**config.mk**
```make
export PLATFORM = sky130hd
export DESIGN_NAME = tcc_top
export DESIGN_NICKNAME = d
export VERILOG_FILES = /design/src/verilog/tcc_pkg.sv /design/src/verilog/tcc_timebase.sv /design/src/verilog/tcc_channel.sv /design/src/verilog/tcc_top.sv
export SDC_FILE = /design/constraint.sdc
export NUM_CORES = 1
export LEC_CHECK = 0
export BUFFER_PORTS_ARGS = -buffer_cell sky130_fd_sc_hd__clkbuf_2
export CAP_MARGIN = 0
export CORE_MARGIN = 5
export CORE_UTILIZATION = 60
export DETAILED_ROUTE_END_ITERATION = 8
export HOLD_SLACK_MARGIN = 0.02
export PLACE_DENSITY = 0.77
export SLEW_MARGIN = 20
export SYNTH_ARGS = -nofsm -noshare
export SYNTH_HDL_FRONTEND = slang
export SYNTH_HIERARCHICAL = 1
export SYNTH_SLANG_ARGS = --single-unit
```
**constraint.sdc**
```tcl
create_clock -name mclk -period 4.3 [get_ports mclk]
set_input_delay 0.215 -clock mclk [delete_from_list [all_inputs] [get_ports mclk]]
set_output_delay 0.215 -clock mclk [all_outputs]
set_load 0.05 [all_outputs]
```
**src/verilog/tcc_pkg.sv**
```systemverilog
// ----------------------------------------------------------------------
// Shared constants for the two channel capture/compare timebase.
// ----------------------------------------------------------------------
package tcc_pkg;

   // Data path width of the timer registers.
   localparam int TCC_DW = 16;

   // Register byte offsets.
   localparam logic [7:0] OFS_CONTROL      = 8'h00;
   localparam logic [7:0] OFS_EVENT_GEN    = 8'h14;
   localparam logic [7:0] OFS_CHANNEL_MODE = 8'h18;
   localparam logic [7:0] OFS_ENABLE_POL   = 8'h20;
   localparam logic [7:0] OFS_COUNTER      = 8'h24;
   localparam logic [7:0] OFS_PRESCALE     = 8'h28;
   localparam logic [7:0] OFS_RELOAD       = 8'h2c;
   localparam logic [7:0] OFS_CH1_VALUE    = 8'h34;

   // Control register fields.
   localparam int CTL_COUNT_EN   = 0;
   localparam int CTL_CH1_PRELD  = 1;
   localparam int CTL_LOCK_LO    = 4;
   localparam int CTL_LOCK_HI    = 5;

   // Event generation register fields.
   localparam int EVG_UPDATE     = 0;

   // Enable/polarity register fields, channel 2 sits at a stride of 4.
   localparam int EP_ENABLE      = 0;
   localparam int EP_POLARITY    = 1;
   localparam int EP_STRIDE      = 4;

   // Channel mode register fields, channel 2 sits at a stride of 8.
   localparam int MD_DIR_LO      = 0;
   localparam int MD_DIR_HI      = 1;
   localparam int MD_PSC_LO      = 2;
   localparam int MD_PSC_HI      = 3;
   localparam int MD_STRIDE      = 8;

   // Reset values.
   localparam logic [15:0] RST_ZERO     = 16'h0000;
   localparam logic [15:0] RST_PRESCALE = 16'h0000;
   localparam logic [15:0] RST_RELOAD   = 16'hffff;

   // Channel direction codes.
   localparam logic [1:0] DIR_OUTPUT  = 2'h0;
   localparam logic [1:0] DIR_OWN_PIN = 2'h1;
   localparam logic [1:0] DIR_OTHER   = 2'h2;
   localparam logic [1:0] DIR_TRIGGER = 2'h3;

   // Lowest lock level that freezes the polarity bits.
   localparam logic [1:0] LOCK_POL_MIN = 2'h2;

   // Per-channel configuration as seen by a channel slice.
   typedef struct packed {
      logic       enable;
      logic       polarity;
      logic [1:0] dir;
      logic [1:0] cap_psc;
   } tcc_chan_cfg_t;

endpackage

```
**src/verilog/tcc_timebase.sv**
```systemverilog
`timescale 1ns/1ps
// ----------------------------------------------------------------------
// Prescaler and up counter with update event generation.
// ----------------------------------------------------------------------
module tcc_timebase
   import tcc_pkg::*;
#(
   parameter int W = TCC_DW
) (
   input  wire logic         mclk,
   input  wire logic         rst_b,
   input  wire logic         count_en,
   input  wire logic [W-1:0] psc_value,
   input  wire logic [W-1:0] reload,
   input  wire logic         load_en,
   input  wire logic [W-1:0] load_value,
   input  wire logic         sw_update,
   output logic      [W-1:0] cnt,
   output logic              update_pulse
);

   logic [W-1:0] cnt_reg, cnt_next;
   logic [W-1:0] pcnt_reg, pcnt_next;
   logic [W-1:0] pact_reg, pact_next;
   logic         upd_reg, upd_next;

   // The divider ticks once every active prescale plus one cycles.
   always_comb begin
      logic tick;
      logic run;
      logic ovf;
      tick      = (pcnt_reg == pact_reg);                          // RULE9
      run       = count_en && (reload != RST_ZERO[W-1:0]);         // RULE12
      ovf       = 1'b0;
      cnt_next  = cnt_reg;
      pcnt_next = pcnt_reg;
      pact_next = pact_reg;
      if (run) begin
         pcnt_next = tick ? '0 : W'(pcnt_reg + 1'b1);              // RULE9
         if (tick) begin
            if (cnt_reg == reload) begin
               ovf = 1'b1;
            end else begin
               cnt_next = W'(cnt_reg + 1'b1);
            end
         end
      end
      upd_next = ovf | sw_update;
      // An update restarts both counters and loads the new prescale.
      if (upd_next) begin
         cnt_next  = '0;
         pcnt_next = '0;
         pact_next = psc_value;                                    // RULE10
      end
      // A software write to the count beats any counting this cycle.
      if (load_en) begin
         cnt_next = load_value;                                    // RULE20
      end
   end

   always_ff @(posedge mclk) begin
      if (!rst_b) begin
         cnt_reg  <= RST_ZERO[W-1:0];
         pcnt_reg <= RST_ZERO[W-1:0];
         pact_reg <= RST_PRESCALE[W-1:0];
         upd_reg  <= 1'b0;
      end else begin
         cnt_reg  <= cnt_next;
         pcnt_reg <= pcnt_next;
         pact_reg <= pact_next;
         upd_reg  <= upd_next;
      end
   end

   assign cnt          = cnt_reg;
   assign update_pulse = upd_reg;

endmodule

```
**src/verilog/tcc_channel.sv**
```systemverilog
`timescale 1ns/1ps
// ----------------------------------------------------------------------
// One capture/compare channel: pin output stage and capture front end.
// ----------------------------------------------------------------------
module tcc_channel
   import tcc_pkg::*;
(
   input  wire logic          mclk,
   input  wire logic          rst_b,
   input  tcc_chan_cfg_t      cfg,
   input  wire logic          own_pin,
   input  wire logic          other_pin,
   input  wire logic          trigger_in,
   input  wire logic          compare_reference,
   output logic               channel_compare_out,
   output logic               trigger_out,
   output logic               capture_pulse
);

   logic       out_reg, out_next;
   logic       eff_reg, eff_next;
   logic       cap_reg, cap_next;
   logic [2:0] evc_reg, evc_next;

   // Output stage, edge detect and capture event prescaler.
   always_comb begin
      logic       sel;
      logic       edge_seen;
      logic [2:0] last;
      sel       = 1'b0;
      case (cfg.dir)
         DIR_OWN_PIN: sel = own_pin;                               // RULE17
         DIR_OTHER:   sel = other_pin;
         DIR_TRIGGER: sel = trigger_in;
         default:     sel = 1'b0;
      endcase
      // Polarity 1 inverts, so a falling pin edge becomes a rising one.
      eff_next  = sel ^ cfg.polarity;                              // RULE2
      edge_seen = eff_next & ~eff_reg;                             // RULE2
      last      = 3'((4'h1 << cfg.cap_psc) - 4'h1);
      evc_next  = evc_reg;
      cap_next  = 1'b0;
      out_next  = 1'b0;
      if (cfg.dir == DIR_OUTPUT) begin
         if (cfg.enable) begin                                     // RULE4
            out_next = compare_reference ^ cfg.polarity;       // RULE1 RULE6
         end
      end else if (!cfg.enable) begin
         evc_next = '0;                                            // RULE18
      end else if (edge_seen) begin                                // RULE5
         if (evc_reg >= last) begin
            evc_next = '0;
            cap_next = 1'b1;
         end else begin
            evc_next = 3'(evc_reg + 1'b1);
         end
      end
   end

   always_ff @(posedge mclk) begin
      if (!rst_b) begin
         out_reg <= 1'b0;
         eff_reg <= 1'b0;
         cap_reg <= 1'b0;
         evc_reg <= 3'h0;
      end else begin
         out_reg <= out_next;
         eff_reg <= eff_next;
         cap_reg <= cap_next;
         evc_reg <= evc_next;
      end
   end

   assign channel_compare_out = out_reg;
   assign trigger_out         = eff_reg;
   assign capture_pulse       = cap_reg;

endmodule

```
**src/verilog/tcc_top.sv**
```systemverilog
// Decided for this implementation: the address-and-strobe port.
`timescale 1ns/1ps
// ----------------------------------------------------------------------
// Two channel capture/compare timebase, register slave and channels.
// ----------------------------------------------------------------------
// How it works
// RULE1 - Output mode: polarity 0 gives active high output, 1 active low.
// RULE2 - Input mode: polarity 0 captures rising edges, 1 falling, inverted.
// RULE3 - Lock level 2 or 3 makes polarity bits ignore software writes.
// RULE4 - Output mode: enable 0 turns compare output off, 1 on.
// RULE5 - Input mode: enable bit gates the capture function.
// RULE6 - Disabled output drives 0; enabled drives reference xor polarity.
// RULE7 - Enables and polarities sit at bits 0, 1, 4 and 5.
// RULE8 - Software keeps reserved enable/polarity bits at reset value.
// RULE9 - Counter advances once per prescale value plus one cycles.
// RULE10 - Written prescale takes effect only at an update event.
// RULE11 - Reload register feeds the counter wrap value, resets all ones.
// RULE12 - A zero reload value stops the counter.
// RULE13 - Output mode: channel 1 value compared with counter.
// RULE14 - Preload off: compare value active at once; on: at update.
// RULE15 - Input mode: channel 1 capture copies the counter value.
// RULE16 - Channel 1 value register read-only in input mode.
// RULE17 - Direction field: output, own pin, other pin, internal trigger.
// RULE18 - Disabled channel holds its capture event prescaler in reset.
// RULE19 - Direction field writable only while channel enable is 0.
// RULE20 - Counter readable and writable at any time, write loads it.
module tcc_top
   import tcc_pkg::*;
#(
   parameter int W = TCC_DW
) (
   input  wire logic        mclk,
   input  wire logic        rst_b,
   input  wire logic [7:0]  reg_addr,
   input  wire logic [31:0] reg_wdata,
   input  wire logic        reg_write,
   input  wire logic        reg_read,
   output logic      [31:0] reg_rdata,
   input  wire logic        ch1_capture_in,
   input  wire logic        ch2_capture_in,
   input  wire logic        trigger_in,
   input  wire logic        ch2_compare_reference,
   output logic             ch1_compare_out,
   output logic             ch2_compare_out,
   output logic             ch1_trigger_out,
   output logic             ch2_trigger_out,
   output logic             update_event
);

   // ----------------------------------------------------------------------
   // Register state
   // ----------------------------------------------------------------------
   logic         count_en_reg, count_en_next;
   logic         ch1_preload_enable_reg, ch1_preload_enable_next;
   logic [1:0]   lock_level_reg, lock_level_next;
   logic [1:0]   enable_reg, enable_next;
   logic [1:0]   polarity_reg, polarity_next;
   logic [1:0]   dir_reg [2];
   logic [1:0]   dir_next [2];
   logic [1:0]   cap_psc_reg [2];
   logic [1:0]   cap_psc_next [2];
   logic [W-1:0] prescale_value_reg, prescale_value_next;
   logic [W-1:0] reload_value_reg, reload_value_next;
   logic [W-1:0] ch1_value_reg, ch1_value_next;
   logic [W-1:0] ch1_active_reg, ch1_active_next;
   logic [31:0]  rdata_reg, rdata_next;

   // ----------------------------------------------------------------------
   // Wires between the register file, timebase and channels
   // ----------------------------------------------------------------------
   logic          wr_ctl, wr_evg, wr_mode, wr_ep;
   logic          wr_cnt, wr_psc, wr_rel, wr_ch1;
   logic [W-1:0]  cnt;
   logic          upd_pulse;
   logic          sw_update;
   logic          ch1_reference;
   tcc_chan_cfg_t cfg [2];
   logic [1:0]    pin_in;
   logic [1:0]    ref_in;
   logic [1:0]    cmp_out;
   logic [1:0]    trg_out;
   logic [1:0]    cap_pulse;

   // ----------------------------------------------------------------------
   // Address decode
   // ----------------------------------------------------------------------

   // Each write strobe selects at most one register; others are dropped.
   always_comb begin
      wr_ctl  = 1'b0;
      wr_evg  = 1'b0;
      wr_mode = 1'b0;
      wr_ep   = 1'b0;
      wr_cnt  = 1'b0;
      wr_psc  = 1'b0;
      wr_rel  = 1'b0;
      wr_ch1  = 1'b0;
      if (!reg_write) begin
         wr_ctl = 1'b0;
      end else if (reg_addr == OFS_CONTROL) begin
         wr_ctl = 1'b1;
      end else if (reg_addr == OFS_EVENT_GEN) begin
         wr_evg = 1'b1;
      end else if (reg_addr == OFS_CHANNEL_MODE) begin
         wr_mode = 1'b1;
      end else if (reg_addr == OFS_ENABLE_POL) begin
         wr_ep = 1'b1;
      end else if (reg_addr == OFS_COUNTER) begin
         wr_cnt = 1'b1;
      end else if (reg_addr == OFS_PRESCALE) begin
         wr_psc = 1'b1;
      end else if (reg_addr == OFS_RELOAD) begin
         wr_rel = 1'b1;
      end else if (reg_addr == OFS_CH1_VALUE) begin
         wr_ch1 = 1'b1;
      end
   end

   // The software update bit is a self clearing command, never stored.
   assign sw_update = wr_evg & reg_wdata[EVG_UPDATE];

   // ----------------------------------------------------------------------
   // Control, mode and enable/polarity registers
   // ----------------------------------------------------------------------

   // Reserved bits are not stored, so they always read back as zero.
   always_comb begin
      count_en_next           = count_en_reg;
      ch1_preload_enable_next = ch1_preload_enable_reg;
      lock_level_next         = lock_level_reg;
      enable_next             = enable_reg;
      polarity_next           = polarity_reg;
      if (wr_ctl) begin
         count_en_next           = reg_wdata[CTL_COUNT_EN];
         ch1_preload_enable_next = reg_wdata[CTL_CH1_PRELD];
         lock_level_next         = reg_wdata[CTL_LOCK_HI:CTL_LOCK_LO];
      end
      for (int i = 0; i < 2; i++) begin
         dir_next[i]     = dir_reg[i];
         cap_psc_next[i] = cap_psc_reg[i];
         if (wr_mode) begin
            // Direction changes only while the channel is switched off.
            if (!enable_reg[i]) begin                              // RULE19
               dir_next[i] = reg_wdata[i*MD_STRIDE+MD_DIR_LO +: 2];
            end
            cap_psc_next[i] = reg_wdata[i*MD_STRIDE+MD_PSC_LO +: 2];
         end
         if (wr_ep) begin
            enable_next[i] = reg_wdata[i*EP_STRIDE+EP_ENABLE];     // RULE7
            // Locked polarity bits silently keep their old value.
            if (lock_level_reg < LOCK_POL_MIN) begin               // RULE3
               polarity_next[i] = reg_wdata[i*EP_STRIDE+EP_POLARITY];
            end
         end
      end
   end

   always_ff @(posedge mclk) begin
      if (!rst_b) begin
         count_en_reg           <= 1'b0;
         ch1_preload_enable_reg <= 1'b0;
         lock_level_reg         <= 2'h0;
         enable_reg             <= 2'h0;
         polarity_reg           <= 2'h0;
         for (int i = 0; i < 2; i++) begin
            dir_reg[i]     <= DIR_OUTPUT;
            cap_psc_reg[i] <= 2'h0;
         end
      end else begin
         count_en_reg           <= count_en_next;
         ch1_preload_enable_reg <= ch1_preload_enable_next;
         lock_level_reg         <= lock_level_next;
         enable_reg             <= enable_next;
         polarity_reg           <= polarity_next;
         for (int i = 0; i < 2; i++) begin
            dir_reg[i]     <= dir_next[i];
            cap_psc_reg[i] <= cap_psc_next[i];
         end
      end
   end

   // ----------------------------------------------------------------------
   // Prescale, reload and channel 1 value registers
   // ----------------------------------------------------------------------

   // Capture in input mode and software write in output mode never meet,
   // because the same direction field chooses between them.
   always_comb begin
      prescale_value_next = prescale_value_reg;
      reload_value_next   = reload_value_reg;
      ch1_value_next      = ch1_value_reg;
      ch1_active_next     = ch1_active_reg;
      if (wr_psc) begin
         prescale_value_next = reg_wdata[W-1:0];                   // RULE10
      end
      if (wr_rel) begin
         reload_value_next = reg_wdata[W-1:0];                     // RULE11
      end
      if (dir_reg[0] == DIR_OUTPUT) begin
         if (wr_ch1) begin                                         // RULE16
            ch1_value_next = reg_wdata[W-1:0];
            if (!ch1_preload_enable_reg) begin
               ch1_active_next = reg_wdata[W-1:0];                 // RULE14
            end
         end
         if (upd_pulse && ch1_preload_enable_reg) begin
            ch1_active_next = ch1_value_reg;                       // RULE14
         end
      end else if (cap_pulse[0]) begin
         ch1_value_next = cnt;                                     // RULE15
      end
   end

   always_ff @(posedge mclk) begin
      if (!rst_b) begin
         prescale_value_reg <= RST_PRESCALE[W-1:0];
         reload_value_reg   <= RST_RELOAD[W-1:0];
         ch1_value_reg      <= RST_ZERO[W-1:0];
         ch1_active_reg     <= RST_ZERO[W-1:0];
      end else begin
         prescale_value_reg <= prescale_value_next;
         reload_value_reg   <= reload_value_next;
         ch1_value_reg      <= ch1_value_next;
         ch1_active_reg     <= ch1_active_next;
      end
   end

   // ----------------------------------------------------------------------
   // Read data, valid in the cycle after the read strobe
   // ----------------------------------------------------------------------

   // Unmapped addresses and write-only commands return zero.
   always_comb begin
      rdata_next = 32'h0000_0000;
      if (!reg_read) begin
         rdata_next = 32'h0000_0000;
      end else if (reg_addr == OFS_CONTROL) begin
         rdata_next[CTL_COUNT_EN]            = count_en_reg;
         rdata_next[CTL_CH1_PRELD]           = ch1_preload_enable_reg;
         rdata_next[CTL_LOCK_HI:CTL_LOCK_LO] = lock_level_reg;
      end else if (reg_addr == OFS_CHANNEL_MODE) begin
         for (int i = 0; i < 2; i++) begin
            rdata_next[i*MD_STRIDE+MD_DIR_LO +: 2] = dir_reg[i];
            rdata_next[i*MD_STRIDE+MD_PSC_LO +: 2] = cap_psc_reg[i];
         end
      end else if (reg_addr == OFS_ENABLE_POL) begin
         for (int i = 0; i < 2; i++) begin
            rdata_next[i*EP_STRIDE+EP_ENABLE]   = enable_reg[i];   // RULE7
            rdata_next[i*EP_STRIDE+EP_POLARITY] = polarity_reg[i];
         end
      end else if (reg_addr == OFS_COUNTER) begin
         rdata_next[W-1:0] = cnt;                                  // RULE20
      end else if (reg_addr == OFS_PRESCALE) begin
         rdata_next[W-1:0] = prescale_value_reg;
      end else if (reg_addr == OFS_RELOAD) begin
         rdata_next[W-1:0] = reload_value_reg;
      end else if (reg_addr == OFS_CH1_VALUE) begin
         rdata_next[W-1:0] = ch1_value_reg;
      end
   end

   always_ff @(posedge mclk) begin
      if (!rst_b) begin
         rdata_reg <= 32'h0000_0000;
      end else begin
         rdata_reg <= rdata_next;
      end
   end

   assign reg_rdata = rdata_reg;

   // ----------------------------------------------------------------------
   // Timebase
   // ----------------------------------------------------------------------
   tcc_timebase #(
      .W (W)
   ) u_timebase (
      .mclk         (mclk),
      .rst_b        (rst_b),
      .count_en     (count_en_reg),
      .psc_value    (prescale_value_reg),
      .reload       (reload_value_reg),                            // RULE11
      .load_en      (wr_cnt),
      .load_value   (reg_wdata[W-1:0]),
      .sw_update    (sw_update),
      .cnt          (cnt),
      .update_pulse (upd_pulse)
   );

   // Reference is high while the count is below the active compare value.
   assign ch1_reference = (cnt < ch1_active_reg);                  // RULE13

   // ----------------------------------------------------------------------
   // Channels; each sees the other's pin for cross mapping
   // ----------------------------------------------------------------------
   assign pin_in = {ch2_capture_in, ch1_capture_in};
   assign ref_in = {ch2_compare_reference, ch1_reference};

   for (genvar g = 0; g < 2; g++) begin : g_chan
      assign cfg[g] = '{enable:   enable_reg[g],
                        polarity: polarity_reg[g],
                        dir:      dir_reg[g],
                        cap_psc:  cap_psc_reg[g]};
      tcc_channel u_channel (
         .mclk                (mclk),
         .rst_b               (rst_b),
         .cfg                 (cfg[g]),
         .own_pin             (pin_in[g]),
         .other_pin           (pin_in[1-g]),
         .trigger_in          (trigger_in),
         .compare_reference   (ref_in[g]),
         .channel_compare_out (cmp_out[g]),
         .trigger_out         (trg_out[g]),
         .capture_pulse       (cap_pulse[g])
      );
   end

   // All of these come straight from flip-flops, in the channel slices or the timebase.
   assign ch1_compare_out = cmp_out[0];
   assign ch2_compare_out = cmp_out[1];
   assign ch1_trigger_out = trg_out[0];
   assign ch2_trigger_out = trg_out[1];
   assign update_event    = upd_pulse;

endmodule

```
# [Word-level counts from Yosys, hierarchy flattened]
# Memories as Yosys holds them, arrays and structs flattened.
# Index checks and enable logic that the tools add are counted.
[word_totals] ff_bits=161 ram_bits=8 input_bits=48 out_inout_bits=37 wordCells=181 n_memories=2
[classes] add_sub_neg=4 magnitude_cmp=3 eq_ne=19 shift=1 mux=90 bitwise=17 reduce_logical=22
[memory_table] name="cap_psc_reg" words=2 word_bits=2 read_ports=2 rd_ports_with_merged_regs=0 write_ports=2 line="tcc_top.sv:60" rtl="logic [1:0] cap_psc_reg [2];"
[memory_table] name="dir_reg" words=2 word_bits=2 read_ports=2 rd_ports_with_merged_regs=0 write_ports=2 line="tcc_top.sv:58" rtl="logic [1:0] dir_reg [2];"
[op_table] cell="$mux W16" n=16
[op_table] cell="$mux W1" n=50
[op_table] cell="$eq A8 B6 Y1 const B" n=5
[op_table] cell="$add A16 B1 Y16 const B" n=2
[op_table] cell="$eq A16 B16 Y1" n=2
[op_table] cell="$mux W2" n=15
[op_table] cell="$eq A8 B5 Y1 const B" n=2
[op_table] cell="$lt A16 B16 Y1" n=1
[op_table] cell="$reduce_bool A16 Y1" n=1
[op_table] cell="$mux W4" n=3
[op_table] cell="$reduce_and A3 Y1" n=4
[op_table] cell="$mux W10" n=1
[op_table] cell="$mux W3" n=3
[op_table] cell="$eq A2 B2 Y1 const B" n=4
[op_table] cell="$logic_not A8 Y1" n=1
[op_table] cell="$reduce_and A2 Y1" n=4
[op_table] cell="$not A1 Y1" n=6
[op_table] cell="$pmux W1 S3" n=2
[op_table] cell="$reduce_bool A3 Y1" n=2
[op_table] cell="$or A1 B1 Y1" n=5
[op_table] cell="$reduce_or A5 Y1" n=1
[op_table] cell="$eq A2 B1 Y1 const B" n=2
[op_table] cell="$logic_not A2 Y1" n=2
[op_table] cell="$ne A2 B1 Y1 const B" n=2
[op_table] cell="14 further kinds" n=20

# [Logic depth before layout (Yosys ltp)]
[logic_depth] depth_word=12 mapped_depth=10 ltp_nobuf=8

# [Hierarchy]
# The synthesis kept the hierarchy.
[by_module_without_submodules] mod="tcc_top" instances=1 cells_per_inst=552 area_per_inst_um2=5002.3 seq_area_each_um2=1921.8
[by_module_without_submodules] mod="tcc_timebase" instances=1 cells_per_inst=363 area_per_inst_um2=2900.3 seq_area_each_um2=980.9
[by_module_without_submodules] mod="tcc_channel" instances=2 cells_per_inst=48 area_per_inst_um2=435.4 seq_area_each_um2=120.1

# [Worst setup path before layout]
# Ideal clock, no wire load.
[synth_path] path_type="input to register" from="input port reg_addr[0]" to="register u_timebase.cnt_reg[6], in the netlist u_timebase/cnt[6]" setup_ps=70 t_arrival_ps=2314 t_required_ps=4230 path_slack_ps=1916 cell_stages=10 cell_sequence="buf_4 > nor4b_4 > clkbuf_1 > and3_1 > clkbuf_1 > o21ai_0 > a31oi_4 > buf_6 > o21ai_0 > a21oi_1"
[synth_between] elab_chain_cells=9
[synth_rtl] item="start: declaration" line="tcc_top.sv:34" rtl="input wire logic [7:0] reg_addr,"
[synth_rtl] item="$eq A8 B6 Y1" line="tcc_top.sv:108" rtl="end else if (reg_addr == OFS_COUNTER) begin"
[synth_rtl] item="$mux W1" line="tcc_top.sv:108"
[synth_rtl] item="$mux W1" line="tcc_top.sv:106" rtl="end else if (reg_addr == OFS_ENABLE_POL) begin"
[synth_rtl] item="$mux W1" line="tcc_top.sv:104" rtl="end else if (reg_addr == OFS_CHANNEL_MODE) begin"
[synth_rtl] item="$mux W1" line="tcc_top.sv:102" rtl="end else if (reg_addr == OFS_EVENT_GEN) begin"
[synth_rtl] item="$mux W1 *" line="tcc_top.sv:100" rtl="end else if (reg_addr == OFS_CONTROL) begin"
[synth_rtl] item="$mux W1 *" line="tcc_top.sv:98" rtl="if (!reg_write) begin"
[synth_rtl] item="via wr_cnt" line="tcc_top.sv:72" rtl="logic wr_cnt, wr_psc, wr_rel, wr_ch1;"
[synth_rtl] item="$ne A3 B1 Y1 (no source line) / $reduce_bool A3 Y1 (equally long branches)"
[synth_rtl] item="$reduce_and A3 Y1 (no source line)"
[synth_rtl] item="end signal: assignment" line="tcc_timebase.sv:63" rtl="cnt_reg <= RST_ZERO[W-1:0];"
[synth_rtl] item="end signal: assignment" line="tcc_timebase.sv:68" rtl="cnt_reg <= cnt_next;"
[synth_rtl] item="end: declaration" line="tcc_timebase.sv:22" rtl="logic [W-1:0] cnt_reg, cnt_next;"
# The timed path passes the listed nets; every way through them passes the cells marked *.
# A chain may end at the register's enable or synchronous reset.

# [Worst setup path after layout]
[layout_path] from="register reload_value_reg[4]" to="register u_timebase.pact_reg[15]"
[layout_between] elab_chain_cells=5
[layout_rtl] item="start: declaration" line="tcc_top.sv:63" rtl="logic [W-1:0] reload_value_reg, reload_value_next;"
[layout_rtl] item="start signal: assignment" line="tcc_top.sv:217" rtl="reload_value_reg <= RST_RELOAD[W-1:0];"
[layout_rtl] item="start signal: assignment" line="tcc_top.sv:222" rtl="reload_value_reg <= reload_value_next;"
[layout_rtl] item="$eq A16 B16 Y1" line="tcc_timebase.sv:41" rtl="if (cnt_reg == reload) begin"
[layout_rtl] item="$mux W1" line="tcc_timebase.sv:41"
[layout_rtl] item="$mux W1" line="tcc_timebase.sv:40" rtl="if (tick) begin"
[layout_rtl] item="$mux W1 *" line="tcc_timebase.sv:38" rtl="if (run) begin"
[layout_rtl] item="$or A1 B1 Y1 *" line="tcc_timebase.sv:48" rtl="upd_next = ovf | sw_update;"
[layout_rtl] item="end signal: assignment" line="tcc_timebase.sv:65" rtl="pact_reg <= RST_PRESCALE[W-1:0];"
[layout_rtl] item="end signal: assignment" line="tcc_timebase.sv:70" rtl="pact_reg <= pact_next;"
[layout_rtl] item="end: declaration" line="tcc_timebase.sv:24" rtl="logic [W-1:0] pact_reg, pact_next;"
# Every way passes the cells marked *; elsewhere a longest branch is shown, timed or not.

==> key figures <==
Floorplanning
  – Overall die width: 128.6 um
  – Total number of placement rows: 43
  – Boundary Pins: 85
  – Effective utilization at floorplan: approximately three fifths
  – Die extent in y: 128.6 um
  – Die footprint: ~17000 um^2
  – Std-Cell Core Area: 13830 um^2

Hold path
  – Type of the worst min-delay path: in -> reg
  – Number of cells on the worst hold path: 3
  – Min-delay src: ch2_compare_reference
  – Min-Delay Endpoint: g_chan[1].u_channel/channel_compare_out$_SDFF_PN0_

Setup path
  – Crit-path max cell delay: 0.77 ns
  – R2R setup slack: 1.39 ns
  – Reg-to-reg critical path startpoint: reload_value_reg[4]$_SDFFE_PN1P_
  – CP Max Fanout: 34
  – Gate family responsible for the most delay along the worst path: compound AO/OA/AOI/OAI gates
  – Type of element capturing the critical path: register
  – Critical path, cell by cell: or4_1 -> o41a_1 -> a31oi_4 -> nor2_1 -> a31o_2
  – CP Class: reg -> reg
  – Data arrival time of the critical path: 3.24 ns
  – Slowest CP cell: sky130_fd_sc_hd__a31oi_4
  – CP bufs+invs: 0
  – Crit Reg-Reg Endpoint: u_timebase/pact_reg[15]$_SDFFE_PN0P_
  – Critical path data required time: 4.62 ns
  – Number of stages on the worst setup path: 5
  – Number of cells traversed by the worst register-to-register path: 5
  – CP startpoint kind: register

Power
  – Internal Dissipation: 2.464 mW
  – Pleak: roughly 3.7 nW
  – Register share of total power: 44.2%
  – Total power of the final layout: 3.212 mW
  – Clock power share: between 40% and 50%
  – Logic gate share of total power: under 10%
  – NetSw: approximately 750 uW
  – Switching portion of total power: between 20% and 30%
  – Power per standard cell area: 347.1 nW/um^2
  – Worst IR drop on VDD: ~0.26 mV

Final layout
  – Register cell area after layout: 3063 um^2
  – Most frequent cells in the layout: 153 x sky130_fd_sc_hd__dfxtp_1, 120 x sky130_fd_sc_hd__nand2_1, 71 x sky130_fd_sc_hd__a21oi_1, 65 x sky130_fd_sc_hd__mux2i_1, 65 x sky130_fd_sc_hd__nor2_1
  – Number of inserted diodes: 0
  – Filler Cells Inserted: 1155
  – Most common cell after layout, fill and taps aside: sky130_fd_sc_hd__dfxtp_1
  – Area occupied by multi-input gates: 4900 um^2
  – Number of nets in the final layout: 1060
  – Post-route non-filler standard cell count: 1184
  – Non-Filler Cell Area, Final: 9254 um^2
  – Layout Area Growth over Synthesis: 9.619%
  – Final core utilization: 66.93%
  – Proportion of layout cells with a drive suffix above 1: 12.45%

Route
  – Remaining design rule violation count: 0
  – Via-to-Cell Ratio: 6.341
  – Mean routed wirelength per cell: 20.19 um
  – Wirelength, routed: 23900 um
  – Detailed Route Iter0 Violations: 866
  – Via Count: around 7500
  – Post-route ant nets: 0
  – Number of iterations in the first detailed-routing pass: 5

Yosys
  – Syn Inst Count: 973
  – Number of warnings issued by yosys: 6
  – Cell Area, Synth: between 8000 and 9000 um^2
  – Average cell area after synthesis: 8.676 um^2

GRT
  – GRT Util Overall: 28.94%
  – GRT Residual Overflow: 0
  – Global-route wire length before repair: around 37000 um
  – Via count of the first global-routing pass: 6662
  – Initial antenna violation count: 0
  – Largest net degree at the start of global routing: 53

Timing
  – Post-route setup TNS: 0 ns
  – Timing-limited maximum frequency: ~340 MHz
  – Final setup viols: 0
  – Transition at the pin with the smallest max-transition slack: around 0.9 ns
  – Worst relative slew slack: 39.27%
  – RSZ-0062 raised after global routing: no
  – Tcrit/Tclk final: 67.74%
  – Final Worst Setup Slack: 1.387 ns
  – Hold WS: 0.05890 ns
  – Clock tree skew after final layout: 0.005549 ns
  – Minimum clock period: 2.913 ns
  – Slew Viols, Final: 0
  – Final count of hold timing violations: 0

Clocking
  – TritonCTS clock tree: done
  – Clock root buffer: sky130_fd_sc_hd__clkbuf_16
  – Maximum number of buffers from clock root to sink: 2
  – Clock latency of the later-clocked register in the worst-skew pair: 0.43 ns
  – Post-CTS setup buffer count: 0
  – Clock transition time at the flip-flop clock pins of the worst setup and hold paths: 0.06 ns
  – Inserted Clock Buffers: 17
  – Number of clock sinks: 153
  – Count of hold buffers inserted by post-cts repair: 0
  – Quantity of gates resized following cts: 0
  – Deepest level of the CTS H-tree: 4

Placed design
  – Global placement routability congestion: 0.9644
  – Port Buf Inserts: 52
  – Placed cells: 1152
  – Minimum setup slack after placement: 1.363 ns
  – Placed instance area: 8625 um^2
  – Half-perimeter wire length after detailed placement: roughly 17000 um

Run status
  – Outcome: complete, no violations

Flow run
  – Total of max-cap violations: 0
## worst max-delay path by stage
stage                                     startpoint                              endpoint  slack (ns)
floorplan                                reg_addr[0]        u_timebase/cnt[6]$_SDFFE_PN0P_        1.92
detailed placement                       reg_addr[2]       u_timebase/cnt[10]$_SDFFE_PN0P_        1.36
global placement                         reg_addr[2]       u_timebase/cnt[10]$_SDFFE_PN0P_        1.39
global route        reload_value_reg[4]$_SDFFE_PN1P_   u_timebase/pact_reg[1]$_SDFFE_PN0P_        1.26
CTS                 reload_value_reg[4]$_SDFFE_PN1P_   u_timebase/pact_reg[1]$_SDFFE_PN0P_        1.44
finish              reload_value_reg[4]$_SDFFE_PN1P_  u_timebase/pact_reg[15]$_SDFFE_PN0P_        1.39
## per-layer routing
| metal | part of all wire [%] | track usage, % | vias to the layer above |
|---|---|---|---|
| met2 | 46 | 45.30 | 356 |
| met3 | 8.6 | 5.189 | 52 |
| met4 | 2.9 | 11.18 | 0 |
| met5 | 0 | 0 | - |
| met1 | 42 | 39.91 | 3579 |
| li1 | - | - | 3521 |
## final cells by class
cell class / count / area share, %
multi-input combinational: 729 / 52.95
sequential: 153 / 33.10
clock buffer: 20 / 4.935
timing repair buffer: 61 / 3.542
tap: 180 / 2.434
clock inverter: 12 / 1.866
inverter: 29 / 1.176
## tightest hold or removal path: stages
cell	delay, ns
sky130_fd_sc_hd__clkbuf_2	0.09
sky130_fd_sc_hd__xnor2_1	0.10
sky130_fd_sc_hd__nor4_1	0.04
## power by group through the flow
| stage | registers, mW | logic, mW | clock network [mW] |
|---|---|---|---|
| 3_5_place_dp | 1.45 | 0.187 | 0 |
| 2_1_floorplan | 1.45 | 0.137 | 0 |
| 3_3_place_gp | 1.45 | 0.186 | 0 |
| 4_1_cts | 1.42 | 0.188 | 1.61 |
| 6_report | 1.42 | 0.193 | 1.60 |
| 5_1_grt | 1.42 | 0.204 | 1.68 |
No activity file was read; power rests on OpenSTA's default activity.
